### src/hdl/uar_defines.svh
/*
 contents: constants for the upper address rebuild decoder: shadow register
 indices, reset values, field positions and counts.
 assumes: included by bare name from the package and the decoder top module.
*/
`ifndef UAR_DEFINES_SVH
`define UAR_DEFINES_SVH

// ==========================================================
// shadow register set layout (register indices)
`define UAR_NREGS 32
`define UAR_IDX_PORTE 5'h01
`define UAR_IDX_DDRE 5'h02
`define UAR_IDX_PORTF 5'h03
`define UAR_IDX_DDRF 5'h04
`define UAR_IDX_CSPAR0 5'h05
`define UAR_IDX_CSPAR1 5'h06
`define UAR_IDX_CSBASE0 5'h08
// ==========================================================
// reset values of the shadow set
`define UAR_RST_CSPAR0 16'h3FFF
`define UAR_RST_CSPAR1 16'h03FF
`define UAR_RST_BOOT_BASE 16'h0007
`define UAR_RST_OTHER 16'h0000
// ==========================================================
// fields
`define UAR_BASE_ADDR_LSB 8
`define UAR_NLINES 11
`define UAR_ADDR_LINE0 6
`define UAR_FC_LINE0 3
`define UAR_GRANT_ACK_LINE 2
`define UAR_FC_USER_DATA 3'h1

`endif

### src/hdl/uar_pkg.sv
/*
 contents: types shared by the upper address rebuild decoder.
 assumes: the defines header is on the include path.
*/
`include "uar_defines.svh"
package uar_pkg;
   // ==========================================================
   // sequencer states
   typedef enum logic [2:0] {
      UAR_IDLE,
      UAR_TO_CPU,
      UAR_FROM_CPU_RD,
      UAR_FROM_CPU_WR,
      UAR_CMP
   } uar_seq_t;
   // ==========================================================
   // commands
   typedef enum logic [1:0] {
      UAR_CMD_TO_CPU,
      UAR_CMD_FROM_CPU,
      UAR_CMD_COMPARE,
      UAR_CMD_DEFAULT
   } uar_cmd_t;
endpackage

### src/hdl/uar_line_decode.sv
/*
 contents: rebuilds one upper address bit from line mode and chip-select
 base of the shadow copy.
 assumes: all inputs synchronous to clk; output registered by caller.
*/
`timescale 1ns/1ns
module uar_line_decode
   import uar_pkg::*;
(
   // line state
   input wire logic line_is_cs,
   input wire logic line_level,
   // shadow base bit for this line's address
   input wire logic base_bit,
   // rebuilt bit
   output logic addr_bit
);
   // ==========================================================
   // select pass-through or rebuild
   always_comb begin
      if (line_is_cs) begin
         // line lost to a chip select: the base word holds the address
         addr_bit = base_bit;
      end else begin
         addr_bit = line_level;
      end
   end
endmodule

### src/hdl/uar_address_rebuild_decoder.sv
/*
 contents: upper address rebuild decoder with shadow configuration set,
 copy to and from the processor, compare and restore-defaults sequencer.
 assumes: one clock, synchronous high reset; processor register port is a
 simple one-cycle read/write port answered combinationally.
*/
// Function
// - drive rebuilt A23-A19 and FC2-0 out
// - inputs: port C, boot select, size pins
// - cycle-in-progress from strobe or chip selects
// - chip-select lines: rebuild bits from shadow base
// - only shadow set steers decoding
// - shadow drives both mapper and trace view
// - reset and default request restore reset values
// - monitor break from reset copies shadow out
// - copy request reads processor into shadow
// - compare reports differing pairs, ports outputs only
`timescale 1ns/1ns
`include "uar_defines.svh"
module uar_address_rebuild_decoder
   import uar_pkg::*;
#(
   parameter int NREGS = `UAR_NREGS
)(
   // clock and reset
   input wire logic clk,
   input wire logic rst,
   // processor bus pins
   input wire logic [10:0] port_c_lines,
   input wire logic boot_chip_select,
   input wire logic [1:0] transfer_size_pins,
   input wire logic address_strobe,
   // command port
   input wire logic cmd_valid,
   input wire uar_cmd_t cmd,
   output logic cmd_ready,
   input wire logic monitor_break_from_reset,
   // shadow write port from the controlling host
   input wire logic shadow_we,
   input wire logic [4:0] shadow_idx,
   input wire logic [15:0] shadow_wdata,
   output logic [15:0] shadow_rdata,
   // processor integration module register port
   output logic cpu_reg_we,
   output logic cpu_reg_re,
   output logic [4:0] cpu_reg_idx,
   output logic [15:0] cpu_reg_wdata,
   input wire logic [15:0] cpu_reg_rdata,
   // compare report
   output logic diff_valid,
   output logic [4:0] diff_idx,
   output logic [15:0] diff_cpu_value,
   output logic [15:0] diff_shadow_value,
   output logic compare_done,
   // rebuilt address to mapper and analyzer
   output logic [23:19] upper_addr,
   output logic [2:0] function_code_lines,
   output logic bus_cycle_active
);
   // ==========================================================
   // storage
   logic [15:0] shadow_r [NREGS]; // shadow configuration set
   uar_seq_t seq_r; // sequencer state
   logic [4:0] ptr_r; // register walker
   logic [15:0] capt_r; // value read from processor
   logic [23:19] addr_nxt;
   logic [4:0] line_cs; // address lines now chip selects

   // reset value of one shadow register
   function automatic logic [15:0] rst_val(input logic [4:0] i);
      case (i)
         `UAR_IDX_CSPAR0: rst_val = `UAR_RST_CSPAR0;
         `UAR_IDX_CSPAR1: rst_val = `UAR_RST_CSPAR1;
         `UAR_IDX_CSBASE0: rst_val = `UAR_RST_BOOT_BASE;
         default: rst_val = `UAR_RST_OTHER;
      endcase
   endfunction

   // compare mask: port data only where direction says output
   function automatic logic [15:0] cmp_mask(input logic [4:0] i);
      if (i == `UAR_IDX_PORTE) begin
         cmp_mask = {8'h00, shadow_r[`UAR_IDX_DDRE][7:0]};
      end else if (i == `UAR_IDX_PORTF) begin
         cmp_mask = {8'h00, shadow_r[`UAR_IDX_DDRF][7:0]};
      end else begin
         cmp_mask = 16'hFFFF;
      end
   endfunction

   // ==========================================================
   // line mode from pin assignment register, shadow only
   // each line owns a two-bit field; non-zero means chip select
   always_comb begin
      for (int k = 0; k < 5; k++) begin
         line_cs[k] = |shadow_r[`UAR_IDX_CSPAR1][2*k +: 2];
      end
   end

   // ==========================================================
   // one rebuild slice per upper address bit
   for (genvar g = 0; g < 5; g++) begin : g_line
      uar_line_decode u_dec (
         .line_is_cs(line_cs[g]),
         .line_level(port_c_lines[`UAR_ADDR_LINE0 + g]),
         .base_bit(shadow_r[`UAR_IDX_CSBASE0 + g][`UAR_BASE_ADDR_LSB + 3 + g]),
         .addr_bit(addr_nxt[19 + g])
      );
   end

   // ==========================================================
   // registered address and function code outputs
   always_ff @(posedge clk) begin
      if (rst) begin
         upper_addr <= 5'h00;
         function_code_lines <= 3'h0;
      end else begin
         upper_addr <= addr_nxt;
         // function code lines lost to chip selects read as user data
         if (|shadow_r[`UAR_IDX_CSPAR0][7:6]) begin
            function_code_lines <= `UAR_FC_USER_DATA;
         end else begin
            function_code_lines <= port_c_lines[`UAR_FC_LINE0 +: 3];
         end
      end
   end

   // ==========================================================
   // bus cycle in progress: strobe, or any enabled chip select low
   always_ff @(posedge clk) begin
      if (rst) begin
         bus_cycle_active <= 1'b0;
      end else if (shadow_r[`UAR_IDX_CSPAR0][0]) begin
         // chip selects qualify the cycle; size pins gate partial moves
         bus_cycle_active <= ~boot_chip_select |
            (|(~port_c_lines & {line_cs, 6'h00})) |
            (~address_strobe & (transfer_size_pins != 2'h3));
      end else begin
         bus_cycle_active <= ~address_strobe;
      end
   end

   // ==========================================================
   // sequencer for copy out, copy in, compare
   assign cmd_ready = (seq_r == UAR_IDLE);
   always_ff @(posedge clk) begin
      if (rst) begin
         seq_r <= UAR_IDLE;
         ptr_r <= 5'h00;
         capt_r <= 16'h0000;
      end else begin
         case (seq_r)
            UAR_IDLE: begin
               ptr_r <= 5'h00;
               // break from reset wins over a host command
               if (monitor_break_from_reset) begin
                  seq_r <= UAR_TO_CPU;
               end else if (cmd_valid) begin
                  case (cmd)
                     UAR_CMD_TO_CPU: seq_r <= UAR_TO_CPU;
                     UAR_CMD_FROM_CPU: seq_r <= UAR_FROM_CPU_RD;
                     UAR_CMD_COMPARE: seq_r <= UAR_CMP;
                     default: seq_r <= UAR_IDLE;
                  endcase
               end
            end
            UAR_TO_CPU, UAR_CMP: begin
               ptr_r <= ptr_r + 5'h01;
               if (ptr_r == 5'(NREGS - 1)) begin
                  seq_r <= UAR_IDLE;
               end
            end
            UAR_FROM_CPU_RD: begin
               capt_r <= cpu_reg_rdata;
               seq_r <= UAR_FROM_CPU_WR;
            end
            UAR_FROM_CPU_WR: begin
               ptr_r <= ptr_r + 5'h01;
               seq_r <= (ptr_r == 5'(NREGS - 1)) ? UAR_IDLE : UAR_FROM_CPU_RD;
            end
            default: seq_r <= UAR_IDLE;
         endcase
      end
   end

   // processor port strobes follow state
   always_comb begin
      cpu_reg_idx = ptr_r;
      cpu_reg_wdata = shadow_r[ptr_r];
      cpu_reg_we = (seq_r == UAR_TO_CPU);
      cpu_reg_re = (seq_r == UAR_FROM_CPU_RD) || (seq_r == UAR_CMP);
   end

   // ==========================================================
   // shadow set storage; sequencer copy wins over host write
   always_ff @(posedge clk) begin
      if (rst) begin
         for (int i = 0; i < NREGS; i++) begin
            shadow_r[i] <= rst_val(5'(i));
         end
      end else if (cmd_ready && cmd_valid && cmd == UAR_CMD_DEFAULT &&
                   !monitor_break_from_reset) begin
         for (int i = 0; i < NREGS; i++) begin
            shadow_r[i] <= rst_val(5'(i));
         end
      end else if (seq_r == UAR_FROM_CPU_WR) begin
         shadow_r[ptr_r] <= capt_r;
      end else if (shadow_we && cmd_ready) begin
         // host loads only while idle, keeping copies coherent
         shadow_r[shadow_idx] <= shadow_wdata;
      end
   end
   assign shadow_rdata = shadow_r[shadow_idx];

   // ==========================================================
   // compare report, one pulse per differing pair
   always_ff @(posedge clk) begin
      if (rst) begin
         diff_valid <= 1'b0;
         diff_idx <= 5'h00;
         diff_cpu_value <= 16'h0000;
         diff_shadow_value <= 16'h0000;
         compare_done <= 1'b0;
      end else begin
         // masked difference, so port input pins never report
         diff_valid <= (seq_r == UAR_CMP) &&
            (((cpu_reg_rdata ^ shadow_r[ptr_r]) & cmp_mask(ptr_r))
             != 16'h0000);
         diff_idx <= ptr_r;
         diff_cpu_value <= cpu_reg_rdata;
         diff_shadow_value <= shadow_r[ptr_r];
         compare_done <= (seq_r == UAR_CMP) && (ptr_r == 5'(NREGS - 1));
      end
   end
endmodule

### config.mk
export PLATFORM = sky130hd
export DESIGN_NAME = uar_address_rebuild_decoder
export DESIGN_NICKNAME = d
export VERILOG_FILES = /design/src/hdl/uar_pkg.sv /design/src/hdl/uar_line_decode.sv /design/src/hdl/uar_address_rebuild_decoder.sv
export VERILOG_INCLUDE_DIRS = /design/src /design/src/hdl
export SDC_FILE = /design/constraint.sdc
export NUM_CORES = 1
export LEC_CHECK = 0
export BUFFER_PORTS_ARGS = -buffer_cell sky130_fd_sc_hd__buf_2
export CORE_ASPECT_RATIO = 1.2
export CORE_MARGIN = 1
export CORE_UTILIZATION = 32
export CTS_CLUSTER_SIZE = 30
export DETAILED_ROUTE_END_ITERATION = 8
export PLACE_DENSITY = 0.52
export SLEW_MARGIN = 20
export SYNTH_ARGS = -nofsm -noshare
export SYNTH_HDL_FRONTEND = slang
export SYNTH_HIERARCHICAL = 1
export SYNTH_SLANG_ARGS = --single-unit
### constraint.sdc
create_clock -name clk -period 6.5 [get_ports clk]
set_input_delay 1.3 -clock clk [delete_from_list [all_inputs] [get_ports clk]]
set_output_delay 1.3 -clock clk [all_outputs]
set_load 0.05 [all_outputs]
# --- Word level (Yosys, flattened, before mapping) ---
# Memory sizes are Yosys's and may differ from the RTL's. A register that Yosys moved wholly into a read port is not among the register bits.
# Cells that the tools add are included.
classes:
  add_sub_neg: 1
  n_eq_ne: 13
  n_mux: 83
  n_bitwise: 41
  reduce_logical: 25
op_table:
  columns: ["cell", "count"]
  rows:
  - ["two-way mux 16 bit", 49]
  - ["bitwise OR 1 bit", 34]
  - ["OR reduction 16 bit", 2]
  - ["two-way mux 1 bit", 23]
  - ["two-way mux 5 bit", 4]
  - ["bitwise AND 16 bit", 1]
  - ["nonzero test 16 bit", 1]
  - ["XOR 16 bit", 1]
  - ["OR reduction 2 bit", 7]
  - ["case mux 3 bit (4 select lines)", 1]
  - ["bitwise AND 11 bit", 1]
  - ["inverter 11 bit", 1]
  - ["OR reduction 11 bit", 1]
  - ["case mux 5 bit (2 select lines)", 1]
  - ["two-way mux 3 bit", 3]
  - ["case mux 3 bit (3 select lines)", 1]
  - ["equality test 3 x 2 -> 1 bit, second input constant", 2]
  - ["logical AND 1 bit", 6]
  - ["OR reduction 3 bit", 2]
  - ["adder 5 x 1 -> 5 bit, second input constant", 1]
  - ["equality test 5 x 1 -> 1 bit, second input constant", 1]
  - ["equality test 5 x 2 -> 1 bit, second input constant", 1]
  - ["equality test 5 bit, second input constant", 1]
  - ["equality test 2 bit, second input constant", 2]
  - ["other kinds (14)", 16]
totals:
  ff_bits: 72
  ramBits: 512
  inputBits: 59
  out_inout_bits: 88
  word_cells: 176
  mem_count: 1
memory_table:
  columns: ["memory", "words", "word_bits", "rd", "rd_ports_with_merged_regs", "wr", "line_no", "rtl"]
  rows:
  - ["shadow_r", 32, 16, 11, 1, 32, "uar_address_rebuild_decoder.sv:62", "logic [15:0] shadow_r [NREGS];"]

# --- Logic depth before layout (Yosys ltp) ---
# Gate-level depths: netlist of the first run.
depth:
  depth_word: 10
  mapped_depth: 13
  mapped_depth_nobuf: 10

# --- By module ---
# The synthesis of the first run kept the hierarchy.
modules_own_cells:
  columns: ["module", "instances", "cells_per_inst", "area_each_um2", "seq_area_each_um2"]
  rows:
  - ["uar_address_rebuild_decoder", 1, 2174, 29594.6, 16916.2]
  - ["uar_line_decode", 5, 1, 15.0, 0.0]

# --- Least setup slack after synthesis of the first run ---
# OpenSTA, ideal clock, no wires.
synth_timing:
  path_kind: "in2out"
  from: "input shadow_idx[0]"
  to: "output shadow_rdata[0]"
  t_arrival_ps: 3631
  required_time_ps: 5200
  slack_ps: 1569
  cell_stages: 6
  path_buffers: 3
  cell_sequence: "clkbuf_1 > buf_2 > buf_1 > mux4_2 > mux4_2 > mux2_2"
synth_between:
  elab_chain_cells: 1
synth_lines:
  columns: ["element", "line_no", "rtl"]
  rows:
  - ["from (decl)", "uar_address_rebuild_decoder.sv:40", "input wire logic [4:0] shadow_idx,"]
  - ["memory read (32 x 16 bit)", null, null]
  - ["to (decl)", "uar_address_rebuild_decoder.sv:42", "output logic [15:0] shadow_rdata,"]
# No other way between the ends.

# --- Worst setup path in the final report of the first run ---
layout_timing:
  from: "input shadow_idx[0]"
  to: "output shadow_rdata[7]"
# The elaborated chain is that of the path after synthesis.

==> results of run 1 <==
-- worst min-delay path, cell delays in order (launching register included) --
cell	delay [ns]
dfxtp_1	0.33
nand2_1	0.06
a21oi_1	0.05
-- logic make-up (layout without fill, tap and decap cells) --
family	after synthesis	after routing
simple gates	813	813
flops	589	589
mux	388	388
buf+inv	218	328
compound gates	154	154
xor+xnor	14	14
fa+ha+maj	3	3
-- per-layer routing --
metal  track usage  vias up  part of all wire
met5             0        -                 0
met3        0.0310      158             0.070
met4        0.0612        0             0.029
met1         0.262    10400              0.39
li1              -     8287                 -
met2         0.373      966              0.51
-- cell type report --
cell class	instances	area share
clock buffer	73	0.0476
clock inverter	33	0.0115
tap	1240	0.0458
timing repair buffer	201	0.0389
inverter	21	0.00233
multi-input combinational	1372	0.354
sequential	589	0.500
-- worst min-delay path by stage --
stage / startpoint / to / slack, ns / cells after the start
floorplan: capt_r[0]$_SDFFE_PP0P_ / capt_r[0]$_SDFFE_PP0P_ / 0.44 / 2
CTS: capt_r[11]$_SDFFE_PP0P_ / capt_r[11]$_SDFFE_PP0P_ / 0.49 / 2
global placement: capt_r[5]$_SDFFE_PP0P_ / capt_r[5]$_SDFFE_PP0P_ / 0.47 / 2
detailed placement: capt_r[11]$_SDFFE_PP0P_ / capt_r[11]$_SDFFE_PP0P_ / 0.48 / 2
global route: capt_r[13]$_SDFFE_PP0P_ / capt_r[13]$_SDFFE_PP0P_ / 0.50 / 2
finish: capt_r[11]$_SDFFE_PP0P_ / capt_r[11]$_SDFFE_PP0P_ / 0.49 / 2
-- flip-flops by register name, indices dropped and copies added, names as in the netlist, named ones only --
register and count:
diff_valid 1, diff_idx 5, diff_shadow_value 16, shadow_r 512
bus_cycle_active 1, capt_r 16, upper_addr 5, function_code_lines 3
cpu_reg_idx 5, diff_cpu_value 16, seq_r 3, compare_done 1
-- power breakdown --
part / switching, mW / internal (mW) / leakage, nW
Combinational: 0.813 / 0.430 / 4.18
Clock: 1.54 / 2.10 / 0.985
Sequential: 0.109 / 4.27 / 5.86
-- metrics by stage --
step | utilization | cell area, um^2
6_report | 0.368 | 33900
5_1_grt | 0.368 | 33900
4_1_cts | 0.367 | 33700
3_5_place_dp | 0.345 | 31700
3_3_place_gp | 0.345 | 31700
2_1_floorplan | - | 29700
-- layout by cell type, fill, tap and decap left out, types with 6 or more instances in the layout --
cell type  instances
and2_1            12
buf_2            141
buf_4             47
mux2i_1           82
xor2_1             7
clkbuf_1           9
nand2_2           17
a22oi_1           24
nand3_1           17
nor3_1            10
buf_12             6
mux4_2           251
nor3b_1            9
a31oi_1           11
nand2_1          142
nand4_1            6
mux2i_4           17
nor2_1           531
clkinv_1          10
clkbuf_16         62
clkinv_2          12
inv_1             19
nor2b_1           40
bufinv_16          9
xnor2_1            7
edfxtp_1         512
o21ai_0           15
mux2_2            31
nand2b_1           7
dfxtp_1           74
a221oi_1          23
a21oi_1           33
==> impl_metrics.tcl, run 1 <==
set metrics [dict create \
    p_leak_nw 11.0 \
    place_ws_ns 1.21 \
    synthDominantCellAreaShare 0.518 \
    syn_nets 2241 \
    r2r_start "seq_r[0]$_SDFFE_PP0P_" \
    period_share 0.803 \
    ys_seq_elements 589 \
    path_buf_inv 3 \
    multi_input_area_mm2 0.0120 \
    whs_ns 0.489 \
    drtAntennaViolNets 0 \
    fin_crit_ns 5.22 \
    critPathMaxFanout 56 \
    die_w_um 280 \
    slew_viol_final 0 \
    fillers 8711 \
    wl_per_cell_um 28.0 \
    syn_area_mm2 0.0297 \
    critPathCapture "shadow_rdata[7]" \
    critical_path_class "in2out" \
    hold_buffers 0 \
    synthArstFlopShare 0 \
    maxCapViolations 0 \
    synth_top_family_by_area "multiplexers" \
    place_congestion 0.873 \
    hold_path.class "reg2reg" \
    grt_first_pass_wirelength_um 143000 \
    synth_edf_count 512 \
    htree_num_levels 2 \
    final_nets 2304 \
    cts.clk_slew.worst_paths_ns 0.07 \
    yosys_warnings 6 \
    fin_skew_ns 0.0202 \
    crit_cells 6 \
    instances_no_fill 3529 \
    numCtsBuffers 57 \
    worst_ep_arrival_time_ns 3.92 \
    antenna_found_initial 0 \
    synth-main-ff-cell "edfxtp_1" \
    yosys.area.top_type "edfxtp_1" \
    drc 0 \
    rrSetupSlack_ns 2.10 \
    postLayoutSetupSlackWorst_ns 1.28 \
    cts-resized-gates 0 \
    max_slew_margin 0.242 \
    postCtsSetupRepairBufs 0 \
    first_pass_iters 5 \
    start_util 0.322 \
    synthMuxAreaShare 0.239 \
    cpPeakStageDelay_ns 0.58 \
    syn_inst 2179 \
    vdd_drop_max_uv 197 \
    cp-startpoint "shadow_idx[0]" \
    grt_overflow_total 0 \
    diodes 0 \
    core-area_mm2 0.0920 \
    vias 19800 \
    wirelength_um 98700 \
    clock_path_buffers 3 \
    seq_area_mm2 0.0169 \
    max_freq_mhz 192 \
    setup_violations 0 \
    cts_root_buf "clkbuf_16" \
    timing.rr.end "shadow_r[18][6]$_SDFFCE_PN0P_" \
    grt_setup_unrepaired "no" \
    synth_xor_area_frac 0.00413 \
    critical-path-slowest-cell "mux4_2" \
    ys_seq_area_frac 0.570 \
    avgViaCountPerCell 5.60 \
    synthAdderAreaFrac 0.00127 \
    cp_top_family "multiplexers" \
    hpwl_um 69700 \
    finalSetupTns_ns 0 \
    yosys-top-cells-area "edfxtp_1, mux4_2, nor2_1" \
    grt_max_degree 81 \
    ios 147 \
    drtIter0Drc 1914 \
    row_count 122 \
    place.port_buffers 143 \
    cp_cell_sequence "buf_8 -> buf_12 -> mux4_2 -> mux4_2 -> mux2_2 -> buf_2" \
    dp.cells 3418 \
    synth_cell_types 68 \
    status "finished, final reports clean" \
    cts_tree "done" \
    synth_compound_area_frac 0.0367 \
    clk_latency_ns 0.65 \
    syn2layout_area_growth_pct 14.1 \
    die_area_mm2 0.0939 \
    power_density_mw_per_mm2 274 \
    hold_viol 0 \
    die_h_um 336 \
    cp-start-kind "primary input" \
    yosysMostFrequentCell "nor2_1" \
    synth_area_per_cell_um2 13.6 \
    worstPathRequired_ns 5.20 \
    grt_pass1_vias 19600 \
    numClockSinks 589 \
    p_total_mw 9.27 \
    worstMarginPinSlew_ns 1.11 \
    reg2regPathDepth 8 \
    cpMostUsedCell "mux4_2" \
    drive_gt1_frac 0.275 \
    synth-simple-area-share 0.115 \
    ys_top_cells_by_count "nor2_1, edfxtp_1, mux4_2" \
    grt_usage 0.210 \
    crit_path_end_kind "primary output" \
]
Power figures use the tool's default switching activity.
==> run 2: changes to the inputs <==
--- a/config.mk
+++ b/config.mk
@@ -12,7 +12,7 @@
 export CORE_UTILIZATION = 32
 export CTS_CLUSTER_SIZE = 30
 export DETAILED_ROUTE_END_ITERATION = 8
-export PLACE_DENSITY = 0.52
+export PLACE_DENSITY = 0.54
 export SLEW_MARGIN = 20
 export SYNTH_ARGS = -nofsm -noshare
 export SYNTH_HDL_FRONTEND = slang
==> constraint.sdc (replaced) <==
create_clock -name clk -period 4.6 [get_ports clk]
set_input_delay 0.92 -clock clk [delete_from_list [all_inputs] [get_ports clk]]
set_output_delay 0.92 -clock clk [all_outputs]
set_load 0.05 [all_outputs]
==> impl_metrics.tcl, run 2 (same netlist as run 1, synthesis figures left out) <==
set metrics [dict create \
    grt_overflow_total 0 \
    start_util 0.322 \
    p_total_mw 12.9 \
    syn2layout_area_growth_pct 15.5 \
    fin_skew_ns 0.0215 \
    clockPowerShare 0.378 \
    fillers 8703 \
    crit_path_end_kind "primary output" \
    core-area_mm2 0.0920 \
    numClockSinks 589 \
    wirelength_um 96200 \
    grt_pass1_vias 20000 \
    numCtsBuffers 57 \
    largest_reg_flops 512 \
    row_count 122 \
    vdd_drop_max_uv 286 \
    p_sw_frac 0.271 \
    antenna_found_initial 0 \
    hpwl_um 70900 \
    dp.cells 3479 \
    max_slew_margin 0.321 \
    cts_root_buf "clkbuf_16" \
    cts_tree "done" \
    period_share 0.977 \
    worstPathRequired_ns 3.68 \
    grt_usage 0.204 \
    mostFrequentLayoutCell "nor2_1" \
    first_pass_iters 7 \
    p_leak_nw 11.3 \
    multi_input_area_mm2 0.0120 \
    violations "design-rule violations" \
    place_ws_ns 0.368 \
    status "complete, but fails checks" \
    postLayoutSetupSlackWorst_ns 0.106 \
    die_w_um 280 \
    final_cell_mix "nor2_1, edfxtp_1, mux4_2, nand2_1, buf_2" \
    maxCapViolations 0 \
    timing.rr.end "shadow_r[5][4]$_SDFFCE_PN1P_" \
    place_area_mm2 0.0324 \
    p_int_mw 9.37 \
    worstMarginPinSlew_ns 0.998 \
    r2r_start "seq_r[0]$_SDFFE_PP0P_" \
    grt_setup_unrepaired "no" \
    cp-start-kind "register" \
    switchingPower_mw 3.48 \
    drtAntennaViolNets 0 \
    p_seq_frac 0.482 \
    fin_crit_ns 4.49 \
    worst_ep_arrival_time_ns 3.57 \
    final_nets 2360 \
    seq_area_mm2 0.0169 \
    hold_viol 0 \
    drive_gt1_frac 0.295 \
    place_congestion 0.898 \
    critPathCapture "cpu_reg_wdata[10]" \
    whs_ns 0.473 \
    wl_per_cell_um 26.8 \
    power_density_mw_per_mm2 375 \
    vias 19900 \
    fin_util 0.372 \
    place.port_buffers 143 \
    rrSetupSlack_ns 0.89 \
    clock_path_buffers 3 \
    grt_first_pass_wirelength_um 140000 \
    ios 147 \
    drc 2 \
    hold_path.class "in2reg" \
    die_area_mm2 0.0939 \
    reg2regPathDepth 9 \
    setup_violations 0 \
    largest-register "shadow_r" \
    power_frac_comb 0.140 \
    max_freq_mhz 223 \
    slew_viol_final 0 \
    drtIter0Drc 2086 \
    clk_latency_ns 0.66 \
    critical_path_class "reg2out" \
    cts.clk_slew.worst_paths_ns 0.06 \
    finalSetupTns_ns 0 \
    avgViaCountPerCell 5.54 \
    critPathMaxFanout 25 \
    hold_buffers 0 \
    instances_no_fill 3587 \
    die_h_um 336 \
    grt_max_degree 71 \
    postCtsSetupRepairBufs 0 \
    cts-resized-gates 0 \
    finish.instance_area_mm2 0.0343 \
    htree_num_levels 2 \
]
## run 2: cell types whose count changed in the layout (fill, tap and decap cells not counted), sizes merged
cell	change
clkbuf	+1
diode	+1
bufinv	-6
clkinv	-1
inv	+4
buf	+56
clkinvlp	+3
## run 2: layer usage
metal | track usage | share of wire | up-vias
met5 | 0 | 0 | -
met4 | 0.0708 | 0.033 | 0
met3 | 0.0341 | 0.075 | 148
met2 | 0.369 | 0.52 | 974
met1 | 0.243 | 0.37 | 10300
li1 | - | - | 8421
## run 2: critical path: stages, from the launching register on
cell and delay [ns]:
dfxtp_4 0.67, and2b_1 0.62, a221oi_1 0.52, o21ai_0 0.15, a32oi_1 0.71, buf_12 0.22
## run 2: worst min path at each step
stage / from / end / slack, ns / depth (start not counted)
finish: port_c_lines[5] / function_code_lines[2]$_SDFF_PP0_ / 0.47 / 2
floorplan: capt_r[0]$_SDFFE_PP0P_ / capt_r[0]$_SDFFE_PP0P_ / 0.44 / 2
detailed placement: capt_r[1]$_SDFFE_PP0P_ / capt_r[1]$_SDFFE_PP0P_ / 0.48 / 2
CTS: port_c_lines[5] / function_code_lines[2]$_SDFF_PP0_ / 0.45 / 2
global route: port_c_lines[4] / function_code_lines[1]$_SDFF_PP0_ / 0.47 / 2
global placement: capt_r[0]$_SDFFE_PP0P_ / capt_r[0]$_SDFFE_PP0P_ / 0.47 / 2
## run 2: final cells by class
cell class | instances | area share
sequential | 589 | 0.494
multi-input combinational | 1372 | 0.350
timing repair buffer | 257 | 0.0533
clock buffer | 74 | 0.0475
tap | 1240 | 0.0453
clock inverter | 33 | 0.00818
inverter | 21 | 0.00230
antenna | 1 | 0.0000730
## run 2: power by group through the flow
stage	sequential (mW)	combinational (mW)	clock [mW]
2_1_floorplan	6.31	1.09	0
3_3_place_gp	6.28	1.78	0
3_5_place_dp	6.30	1.79	0
4_1_cts	6.19	1.80	4.93
5_1_grt	6.21	1.89	5.09
6_report	6.19	1.80	4.86
